**config.mk**
```make
export PLATFORM = sky130hd
export DESIGN_NAME = sci_host
export DESIGN_NICKNAME = d
export VERILOG_FILES = /design/src/sci_pkg.sv /design/src/sci_host.sv
export SDC_FILE = /design/constraint.sdc
export NUM_CORES = 1
export LEC_CHECK = 0
export ABC_AREA = 1
export BUFFER_PORTS_ARGS = -buffer_cell sky130_fd_sc_hd__buf_2
export CORE_MARGIN = 2
export CORE_UTILIZATION = 35
export DETAILED_ROUTE_END_ITERATION = 10
export GPL_TIMING_DRIVEN = 0
export HOLD_SLACK_MARGIN = 0.08
export SYNTH_ARGS = -nofsm -noshare
export SYNTH_HDL_FRONTEND = slang
export SYNTH_SLANG_ARGS = --single-unit
```
**constraint.sdc**
```tcl
create_clock -name mclk -period 2.8 [get_ports mclk]
set_input_delay 0.28 -clock mclk [delete_from_list [all_inputs] [get_ports mclk]]
set_output_delay 0.28 -clock mclk [all_outputs]
set_load 0.05 [all_outputs]
```
**src/sci_pkg.sv**
```systemverilog
// Constants shared by the sin/cos interpolator host controller
package sci_pkg;
  // Three-level pin codes
  localparam logic [1:0] LVL_LO = 2'h0;
  localparam logic [1:0] LVL_OPEN = 2'h1;
  localparam logic [1:0] LVL_HI = 2'h2;
  // Two-way pin index of the three select pins
  localparam int PIN_RES_LO = 0;
  localparam int PIN_RES_HI = 1;
  localparam int PIN_PHASE = 2;
  // Counter width and reset value
  localparam int POS_W = 32;
  localparam logic [31:0] POS_RESET = 32'h0000_0000;
  // Edge spacing limit, ns, and derived cycles at 10 MHz
  localparam int CLK_PERIOD_NS = 100;
  localparam int MIN_EDGE_NS = 200;
  localparam int MIN_EDGE_CYC = (MIN_EDGE_NS + CLK_PERIOD_NS - 1) / CLK_PERIOD_NS;
  // Edge gap counter after reset: saturated, as if the last edge were long ago
  localparam logic [7:0] GAP_CNT_RESET = 8'hff;
  // Test entry current pulse time, ns, and cycles
  localparam int TEST_PULL_NS = 1000;
  localparam int TEST_PULL_CYC = (TEST_PULL_NS + CLK_PERIOD_NS - 1) / CLK_PERIOD_NS;
  // Test modes
  localparam logic [1:0] TMODE_START = 2'h3;
endpackage
```
**src/sci_host.sv**
```systemverilog
// Host controller: straps, decodes and counts a sin/cos interpolator's outputs
`timescale 1ns/1ps
module sci_host #(
  parameter int POS_WIDTH = sci_pkg::POS_W
) (
  // Clock and reset
  input wire logic mclk,
  input wire logic rst_n,
  // User configuration, static while running
  input wire logic [1:0] cfgResHi,
  input wire logic [1:0] cfgResLo,
  input wire logic [1:0] cfgPhase,
  input wire logic testRequest,
  // Device outputs A, B, Z
  input wire logic encA,
  input wire logic encB,
  input wire logic encZ,
  // Select pins as output drive and enable
  output logic [2:0] selOut,
  output logic [2:0] selOe,
  // Gap-setting pin current sink for test entry
  output logic testPull,
  // Zero comparator enable driven to the device
  input wire logic indexEnable,
  output logic indexGatePos,
  output logic indexGateNeg,
  // Results
  output logic [POS_WIDTH-1:0] position,
  output logic indexSeen,
  output logic dirUp,
  output logic spacingError,
  output logic [4:0] interpFactor
);
  // Reset value comes from a 32-bit constant, so wider counters are refused
  if (POS_WIDTH < 2 || POS_WIDTH > 32) begin : gBadWidth
    $error("POS_WIDTH out of range");
  end

  logic [1:0] aB_reg;
  logic [POS_WIDTH-1:0] pos_reg;
  logic [7:0] gapCnt_reg;
  logic gapErr_reg;
  logic idx_reg;
  logic dir_reg;
  logic [3:0] pull_reg;
  logic [4:0] ipf_reg;
  logic abValid_reg;
  // One count step at the counter's own width
  localparam logic [POS_WIDTH-1:0] POS_ONE = {{(POS_WIDTH - 1){1'b0}}, 1'b1};

  function automatic logic [4:0] decodeFactor(input logic [1:0] hi, input logic [1:0] lo);
    logic [4:0] f;
    f = 5'h01;
    case ({hi, lo})
      {sci_pkg::LVL_HI, sci_pkg::LVL_HI}: f = 5'h10;
      {sci_pkg::LVL_HI, sci_pkg::LVL_OPEN}: f = 5'h0c;
      {sci_pkg::LVL_HI, sci_pkg::LVL_LO}: f = 5'h0a;
      {sci_pkg::LVL_OPEN, sci_pkg::LVL_HI}: f = 5'h08;
      {sci_pkg::LVL_OPEN, sci_pkg::LVL_OPEN}: f = 5'h05;
      {sci_pkg::LVL_OPEN, sci_pkg::LVL_LO}: f = 5'h04;
      {sci_pkg::LVL_LO, sci_pkg::LVL_HI}: f = 5'h03;
      {sci_pkg::LVL_LO, sci_pkg::LVL_OPEN}: f = 5'h02;
      default: f = 5'h01;
    endcase
    return f;
  endfunction

  // tri-level straps: open means no drive
  function automatic logic [1:0] strapDrive(input logic [1:0] lvl);
    return {lvl != sci_pkg::LVL_OPEN, lvl == sci_pkg::LVL_HI};
  endfunction

  // Select pins are released in test operation so test signals come out
  always_comb begin
    logic [1:0] d0;
    logic [1:0] d1;
    logic [1:0] d2;
    d0 = strapDrive(cfgResLo);
    d1 = strapDrive(cfgResHi);
    d2 = strapDrive(cfgPhase);
    selOut = {d2[0], d1[0], d0[0]};
    selOe = testRequest ? 3'h0 : {d2[1], d1[1], d0[1]};
  end

  always_ff @(posedge mclk or negedge rst_n) begin
    if (!rst_n) ipf_reg <= 5'h01;
    else ipf_reg <= decodeFactor(cfgResHi, cfgResLo);
  end

  // current sink during power-up window only
  always_ff @(posedge mclk or negedge rst_n) begin
    if (!rst_n) pull_reg <= 4'h0;
    else if (pull_reg < 4'(sci_pkg::TEST_PULL_CYC)) pull_reg <= pull_reg + 4'h1;
  end
  assign testPull = testRequest && (pull_reg < 4'(sci_pkg::TEST_PULL_CYC));

  // zero comparator enable as differential pair
  assign indexGatePos = indexEnable;
  assign indexGateNeg = ~indexEnable;

  // Quadrature decode; B leading A counts up with phase lo/open
  always_ff @(posedge mclk or negedge rst_n) begin
    if (!rst_n) aB_reg <= 2'h0;
    else aB_reg <= {encA, encB};
  end

  // First sample after reset only primes the history; the device may rest
  // at any A/B level, which must not be taken for a step
  always_ff @(posedge mclk or negedge rst_n) begin
    if (!rst_n) abValid_reg <= 1'b0;
    else abValid_reg <= 1'b1;
  end

  logic step;
  logic stepUp;
  always_comb begin
    step = abValid_reg && (aB_reg != {encA, encB}) &&
      ((aB_reg[1] ^ encA) != (aB_reg[0] ^ encB));
    stepUp = ((aB_reg[1] ^ encB) == 1'b1) ^ (cfgPhase == sci_pkg::LVL_HI);
  end

  // direction follows device, which already applied hysteresis
  always_ff @(posedge mclk or negedge rst_n) begin
    if (!rst_n) begin
      pos_reg <= sci_pkg::POS_RESET[POS_WIDTH-1:0];
      dir_reg <= 1'b1;
    end else if (step) begin
      pos_reg <= stepUp ? pos_reg + POS_ONE : pos_reg - POS_ONE;
      dir_reg <= stepUp;
    end
  end

  // flag edges closer than the chosen host spacing
  // Reset to the saturated count, so the first edge after reset is never flagged
  always_ff @(posedge mclk or negedge rst_n) begin
    if (!rst_n) begin
      gapCnt_reg <= sci_pkg::GAP_CNT_RESET;
      gapErr_reg <= 1'b0;
    end else if (step) begin
      // Restart at one: edges exactly the minimum apart must pass
      gapCnt_reg <= 8'h01;
      if (gapCnt_reg < 8'(sci_pkg::MIN_EDGE_CYC)) gapErr_reg <= 1'b1;
    end else if (gapCnt_reg != 8'hff) begin
      gapCnt_reg <= gapCnt_reg + 8'h01;
    end
  end

  // index accepted only while A is high, phase not in MSB mode
  always_ff @(posedge mclk or negedge rst_n) begin
    if (!rst_n) idx_reg <= 1'b0;
    else if (encZ && encA && cfgPhase != sci_pkg::LVL_OPEN) idx_reg <= 1'b1;
  end

  assign position = pos_reg;
  assign dirUp = dir_reg;
  assign spacingError = gapErr_reg;
  assign indexSeen = idx_reg;
  assign interpFactor = ipf_reg;

  // Assertions
  step_count_a: assert property (@(posedge mclk) disable iff (!rst_n)
    step |=> pos_reg != $past(pos_reg)) else $error("position did not move");
  pull_window_a: assert property (@(posedge mclk) disable iff (!rst_n)
    pull_reg >= 4'(sci_pkg::TEST_PULL_CYC) |-> !testPull) else $error("late test pull");
  gate_pair_a: assert property (@(posedge mclk) disable iff (!rst_n)
    indexGatePos != indexGateNeg) else $error("gate pair equal");
  idx_needs_a: assert property (@(posedge mclk) disable iff (!rst_n)
    $rose(idx_reg) |-> $past(encA)) else $error("index without A");
  gap_flag_a: assert property (@(posedge mclk) disable iff (!rst_n)
    step && gapCnt_reg < 8'(sci_pkg::MIN_EDGE_CYC) |=> gapErr_reg)
    else $error("gap not flagged");
  test_release_a: assert property (@(posedge mclk) disable iff (!rst_n)
    testRequest |-> selOe == 3'h0) else $error("select driven in test");
  factor_hold_a: assert property (@(posedge mclk) disable iff (!rst_n)
    ($stable(cfgResHi) && $stable(cfgResLo)) ##1 ($stable(cfgResHi) && $stable(cfgResLo))
    |=> $stable(ipf_reg)) else $error("factor moved");
  dir_track_a: assert property (@(posedge mclk) disable iff (!rst_n)
    step |=> dir_reg == $past(stepUp)) else $error("direction lag");

  // Counting: nothing moves without a step, nor on the priming sample
  pos_hold_a: assert property (@(posedge mclk) disable iff (!rst_n)
    !step |=> $stable(pos_reg)) else $error("position moved without step");
  dir_hold_a: assert property (@(posedge mclk) disable iff (!rst_n)
    !step |=> $stable(dir_reg)) else $error("direction moved without step");
  prime_hold_a: assert property (@(posedge mclk) disable iff (!rst_n)
    !abValid_reg |-> !step) else $error("step on priming sample");

  // Sticky flags: kept until reset, never raised without cause
  idx_sticky_a: assert property (@(posedge mclk) disable iff (!rst_n)
    idx_reg |=> idx_reg) else $error("index flag dropped");
  gap_sticky_a: assert property (@(posedge mclk) disable iff (!rst_n)
    gapErr_reg |=> gapErr_reg) else $error("spacing flag dropped");
  gap_clean_a: assert property (@(posedge mclk) disable iff (!rst_n)
    !gapErr_reg && !(step && gapCnt_reg < 8'(sci_pkg::MIN_EDGE_CYC)) |=> !gapErr_reg)
    else $error("spacing flag without close edges");
  // Phase select open puts the MSB on Z, which must not count as index
  msb_mode_a: assert property (@(posedge mclk) disable iff (!rst_n)
    cfgPhase == sci_pkg::LVL_OPEN && !idx_reg |=> !idx_reg)
    else $error("index taken in MSB mode");

  // Main scenarios
  up_cov: cover property (@(posedge mclk) step && stepUp);
  down_cov: cover property (@(posedge mclk) step && !stepUp);
  index_cov: cover property (@(posedge mclk) $rose(idx_reg));
  gap_cov: cover property (@(posedge mclk) $rose(gapErr_reg));
  test_cov: cover property (@(posedge mclk) $fell(testPull));
endmodule // sci_host

```
==> impl_metrics.py, run 1 <==
metrics = {
    "sta": {
        "grt_setup_unrepaired": "false",
        "maxSlewHeadroom_pct": 52.7,
        "clock_skew_ps": 9.26,
        "tightest_slew_ps": 710,
        "hold_viol": 0,
        "min_period_over_period_pct": 91.0,
        "setup_ws_ps": 251,
        "fmaxAchievable_mhz": 392,
        "final.setup.tns_ps": 0,
        "setup_viol_count_final": 0,
        "drv_slew": 0,
        "period_needed_ps": 2550,
    },
    "critical_path": {
        "critical_path.top_delay_family": "simple AND/OR/NAND/NOR gates",
        "crit_type": "reg -> reg",
        "crit_top_cell": "nand2_1",
        "end_kind": "flop",
        "critPathArrivalTime_ps": 2750,
        "cp_num_buf_inv": 4,
        "crit_chain": "inv_1 -> nand2_1 -> nand3_4 -> nand2_4 -> buf_6 -> nand2_1 -> nand2_1 -> inv_1 -> ha_1 -> inv_1 -> nand2_1 -> nand3_1 -> nand3_2 -> nand2_1 -> nand2_1 -> nand2_1 -> nand3_1 -> nand3_1 -> nand2_1",
        "required_ps": 3000,
        "start_kind": "flop",
        "cp_max_fo": 10,
        "cpPeakStageDelay_ps": 400,
        "crit_path_top_delay_cell": "dfrtp_1",
    },
    "clock_network": {
        "clk_latency_ps": 310,
        "cts_buffers": 5,
        "clockBufferDepth": 2,
        "htreeDepth": 2,
        "cts_hold_repair.buffers": 0,
        "cts_tree": "built",
        "cts_num_sinks": 55,
        "cts_setup_buffers": 0,
        "clk_pin_slew_worst_paths_ps": 80,
        "cts_root_buffer": "clkbuf_16",
    },
    "pwr": {
        "leakage_uw": 0.00264,
        "power.internal_uw": 2370,
        "p_sw_uw": 3190,
        "switching_share_pct": 57.4,
        "p_seq_share_pct": 27.2,
        "clockPowerShare_pct": 12.0,
        "comb_power_share_pct": 60.9,
        "ir_drop_uv": 408,
        "cellPowerDensity_nw_per_um2": 1090,
    },
    "global_route": {
        "grt_overflow": 0,
        "grt_pass1_wl_um": 21100,
        "antenna_found_initial": 0,
        "grt_pass1_vias": 4253,
        "grt_max_degree": 56,
        "track_usage_pct": 20.3,
    },
    "route": {
        "drc": 0,
        "post_drt_wl_per_cell_um": 14.4,
        "drt_first_pass_iters": 7,
        "vias_per_cell": 4.95,
        "drt-total-wl_um": 12900,
        "vias": 4435,
        "ant_nets": 0,
        "drt_iter0_markers": 257,
    },
    "die": {
        "die_h_um": 116,
        "num_io_pins": 62,
        "die_x_um": 116,
        "dieArea_sq_um": 13500,
        "coreArea_sq_um": 12200,
        "initial_core_util_pct": 36.2,
        "rows": 40,
    },
    "yosys": {
        "syn_avg_cell_area_sq_um": 6.69,
        "netlist_instances": 659,
        "netlist.area_leader.share_pct": 25.6,
        "yosysWarnings": 0,
        "postSynth.asyncResetShare_pct": 100,
        "synth_flop_cell": "dfrtp_1",
        "yosys.area.top_type": "dfrtp_1",
        "synth_edf_count": 0,
        "mappedNetlistArea_sq_um": 4410,
        "ys_seq_elements": 55,
        "yosysSeqAreaShare_pct": 31.5,
        "yosysUniqueCellTypes": 46,
        "synthesis.nets": 681,
        "synth_area_leaders": "dfrtp_1 26%, nand2_1 19%, inv_1 7.4%",
    },
    "cells_and_area": {
        "final_cell_mix": "220 x nand2_1, 87 x inv_1, 63 x buf_2",
        "syn2layout_area_growth_pct": 15.4,
        "final_common_cell": "nand2_1",
        "nFillCells": 1294,
        "final_util_pct": 41.8,
        "largest_reg_flops": 32,
        "final_cells": 896,
        "final_nets": 749,
        "diodes": 0,
        "drive_gt1_share_pct": 18.7,
    },
    "placement": {
        "dp_cells": 888,
        "port_buffers": 61,
        "post-place-ws_ps": 230,
        "gp_congestion": 0.955,
        "dp_hpwl_um": 10100,
    },
    "run_status": {
        "status": "finished, final reports clean",
    },
    "flow_run": {
        "max_cap_violations": 0,
    },
    "worst_hold_path": {
        "min_path_type": "in -> async",
    },
}
## worst paths after layout
| kind | from | endpoint | slack [ps] | depth (start not counted) |
|---|---|---|---|---|
| max | aB_reg[1] | position[22] | 250 | 19 |
| min | rst_n | position[2] | 30 | 1 |
| max reg2reg | aB_reg[1] | position[22] | 250 | 19 |
| min reg2reg | indexSeen | indexSeen | 470 | 1 |
| max in group asynchronous | rst_n | position[4] | 2310 | 1 |
| min in group mclk | encA | aB_reg[1] | 120 | 1 |
## layer usage
layer	GRT usage, %	wire length, um	vias to the layer above
met3	3.89	672	20
met2	34.4	6150	121
li1	-	-	2251
met5	0	0	-
met1	26.2	5820	2043
met4	6.27	299	0
## power by group through the flow
stage,Clock (uW),Sequential (uW),Combinational [uW]
after floorplan,0,2250,1780
after global placement,0,1510,3340
after detailed placement,0,1520,3370
after CTS,697,1500,3380
after global routing,730,1570,3740
final,665,1510,3380
## kinds of logic (layout without fill, tap and decap cells)
group                    count (synthesis)  count (layout)  synth area share (%)
adder cells (fa/ha/maj)                  9               9                  2.56
other                                    1               1                0.0851
AO/OA/AOI/OAI                           91              91                  13.6
buffers and inverters                  107             176                  10.3
flip-flops                              55              55                  31.5
AND/OR/NAND/NOR                        373             373                  37.1
XOR/XNOR                                23              23                  4.91
## cells in the mapped netlist (all sizes together), types with 2 or more instances
master,n
nand2,242
inv,91
nor2,60
nand3,55
dfrtp,45
o21ai,36
xor2,20
o41ai,15
a21oi,14
buf,11
a41oi,10
dfstp,10
ha,9
and2,6
clkbuf,5
o21bai,4
a31o,3
xnor2,3
a31oi,2
nand3b,2
nand4,2
nor3,2
nor4,2
## repair_timing
| item | in CTS | in global routing |
|---|---|---|
| setup endpoints to repair | 0 | 1 |
| hold endpoints to repair | 0 | 0 |
| gates resized for setup | 0 | 1 |
## per-stage QoR
stage / cell area, sq um / total power, uW / hold WS [ps]
finish: 5080 / 5560 / 26.8
global route: 5080 / 6030 / 93.9
CTS: 5070 / 5580 / 114
detailed placement: 4920 / 4880 / 439
global placement: 4920 / 4850 / 436
floorplan: 4410 / 4030 / -15.6
## cell type report
type                            instances  area (sq um)  area share [%]
Buffer                                 16           113            2.21
Timing Repair Buffer                   61           308            6.05
Tap cell                              168           210            4.13
Inverter                               91           342            6.72
Multi-Input combinational cell        497          2570            50.6
Sequential cell                        55          1390            27.3
Clock inverter                          3          27.5           0.541
Clock buffer                            5           125            2.46
No activity file was read; power rests on OpenSTA's default activity.
==> run 2: changes to the inputs <==
--- a/config.mk
+++ b/config.mk
@@ -7,11 +7,14 @@
 export LEC_CHECK = 0
 export ABC_AREA = 1
 export BUFFER_PORTS_ARGS = -buffer_cell sky130_fd_sc_hd__buf_2
+export CELL_PAD_IN_SITES_DETAIL_PLACEMENT = 0
+export CELL_PAD_IN_SITES_GLOBAL_PLACEMENT = 2
 export CORE_MARGIN = 2
-export CORE_UTILIZATION = 35
+export CORE_UTILIZATION = 32
 export DETAILED_ROUTE_END_ITERATION = 10
 export GPL_TIMING_DRIVEN = 0
 export HOLD_SLACK_MARGIN = 0.08
+export PLACE_DENSITY_LB_ADDON = 0.1
 export SYNTH_ARGS = -nofsm -noshare
 export SYNTH_HDL_FRONTEND = slang
 export SYNTH_SLANG_ARGS = --single-unit
==> run 2 against run 1 <==
Critical path depth is the same. Final cell count grew 0.89%. Clock power up 7.1%. Fmax is 0.25% higher. Flip-flop and latch count is the same. Sequential share of layout area decreased by 0.074 points. Via count is essentially flat. Sequential power is essentially flat. Routed wire length up 11%. Combinational power hardly changed. Critical endpoint is now position[26]. Largest cell class unchanged.
==> impl_metrics.py, run 2 (synthesis results as in run 1) <==
metrics = {
    "cells_and_area": {
        "final_util_pct": 38.2,
        "regArea_sq_um": 1390,
        "final_common_cell": "nand2_1",
        "drive_gt1_share_pct": 18.7,
        "multiInputGateArea_sq_um": 2570,
        "syn2layout_area_growth_pct": 15.7,
        "largest_reg_flops": 32,
        "final_cells": 904,
        "diodes": 0,
        "final_cell_mix": "220 x nand2_1, 87 x inv_1, 63 x buf_2",
        "final_nets": 749,
        "nFillCells": 1524,
    },
    "placement": {
        "dp_cells": 896,
        "post-place-ws_ps": 182,
        "gp_congestion": 0.883,
        "dp_hpwl_um": 11100,
        "port_buffers": 61,
    },
    "route": {
        "drc": 0,
        "drt_first_pass_iters": 4,
        "drt-total-wl_um": 14400,
        "vias": 4439,
        "ant_nets": 0,
        "vias_per_cell": 4.91,
        "post_drt_wl_per_cell_um": 15.9,
        "drt_iter0_markers": 256,
    },
    "sta": {
        "tightest_slew_ps": 751,
        "min_period_over_period_pct": 90.8,
        "setup_viol_count_final": 0,
        "fmaxAchievable_mhz": 393,
        "grt_setup_unrepaired": "false",
        "hold_viol": 0,
        "final.setup.tns_ps": 0,
        "maxSlewHeadroom_pct": 50.0,
        "period_needed_ps": 2540,
        "setup_ws_ps": 258,
        "clock_skew_ps": 9.04,
        "drv_slew": 0,
    },
    "global_route": {
        "antenna_found_initial": 0,
        "grt_pass1_vias": 4252,
        "grt_max_degree": 56,
        "grt_overflow": 0,
        "track_usage_pct": 20.3,
        "grt_pass1_wl_um": 22800,
    },
    "die": {
        "dieArea_sq_um": 14700,
        "die_x_um": 121,
        "initial_core_util_pct": 33.0,
        "rows": 42,
        "num_io_pins": 62,
        "die_h_um": 121,
        "coreArea_sq_um": 13300,
    },
    "clock_network": {
        "clk_latency_ps": 310,
        "cts_hold_repair.buffers": 0,
        "clk_pin_slew_worst_paths_ps": 90,
        "clockBufferDepth": 2,
        "cts_num_sinks": 55,
        "cts_buffers": 5,
        "cts_tree": "built",
        "htreeDepth": 2,
        "cts_setup_buffers": 0,
        "cts_root_buffer": "clkbuf_16",
    },
    "critical_path": {
        "reg2reg_depth": 19,
        "start_kind": "flop",
        "critPathLaunch": "aB_reg[1]",
        "cp_max_fo": 10,
        "end_kind": "flop",
        "r2r-start": "aB_reg[1]",
        "critPathArrivalTime_ps": 2750,
        "crit_type": "reg -> reg",
        "required_ps": 3010,
    },
    "worst_hold_path": {
        "min_path_type": "in -> async",
    },
    "pwr": {
        "ir_drop_uv": 469,
        "finalPower_uw": 5640,
        "cellPowerDensity_nw_per_um2": 1110,
        "leakage_uw": 0.00265,
    },
    "flow_run": {
        "max_cap_violations": 0,
    },
    "run_status": {
        "status": "finished, final reports clean",
    },
}
==> run 2: cell count changes in the layout (fill, tap and decap cells not counted) <==
| cell | before | now |
|---|---|---|
| inv_8 | 1 | 2 |
| clkinvlp_4 | 1 | 0 |
==> run 2: final timing paths <==
kind                                 to  slack (ps)
setup / recovery           position[26]         260
hold / removal             position[11]          20
setup reg to reg           position[26]         260
hold reg to reg            spacingError         480
max in group asynchronous  position[25]        2270
min in group mclk             aB_reg[1]         120
==> run 2: power by group <==
part	internal, uW	switching, uW	leakage, uW
clock network	348	364	0.0000778
registers	1090	426	0.000651
logic	935	2470	0.00192
==> run 2: per-stage QoR <==
| stage | cell area, sq um | hold WS, ps |
|---|---|---|
| global route | 5100 | 86.4 |
| detailed placement | 4930 | 438 |
| floorplan | 4410 | -15.6 |
| CTS | 5090 | 107 |
| finish | 5100 | 19.9 |
| global placement | 4930 | 429 |
==> run 2: what timing repair did <==
item	in CTS	in global routing
gates resized for setup	0	1
hold endpoints to repair	0	0
setup endpoints to repair	0	2
==> run 2: cell type report <==
type                    instances  share of cell area [%]
plain buffers                  16                    2.21
repair buffers                 61                    6.04
flip-flops and latches         55                    27.2
clock inverters                 3                   0.613
well taps                     176                    4.32
multi-input cells             497                    50.4
clock buffers                   5                    2.45
inverters                      91                    6.70
==> run 2: routing by layer <==
layer	vias to the layer above	share of wire (%)	wire [um]	track usage [%]
met5	-	0	0	0
met4	0	1.3	190	5.03
met3	11	4.4	630	3.34
met2	104	47	6850	33.6
met1	2064	47	6750	27.5
li1	2260	-	-	-
==> run 2: critical path, cell delays in order (launching register included) <==
cell     delay (ps)
dfrtp_1         400
inv_1            70
nand2_1         140
nand3_4         130
nand2_4         140
buf_6           170
nand2_1          80
nand2_1          80
inv_1            50
ha_1            170
inv_1            50
nand2_1          90
nand3_1         110
nand3_2         120
nand2_1         100
nand2_1         140
nand2_1         160
nand3_1          80
nand3_1         100
nand2_1          60
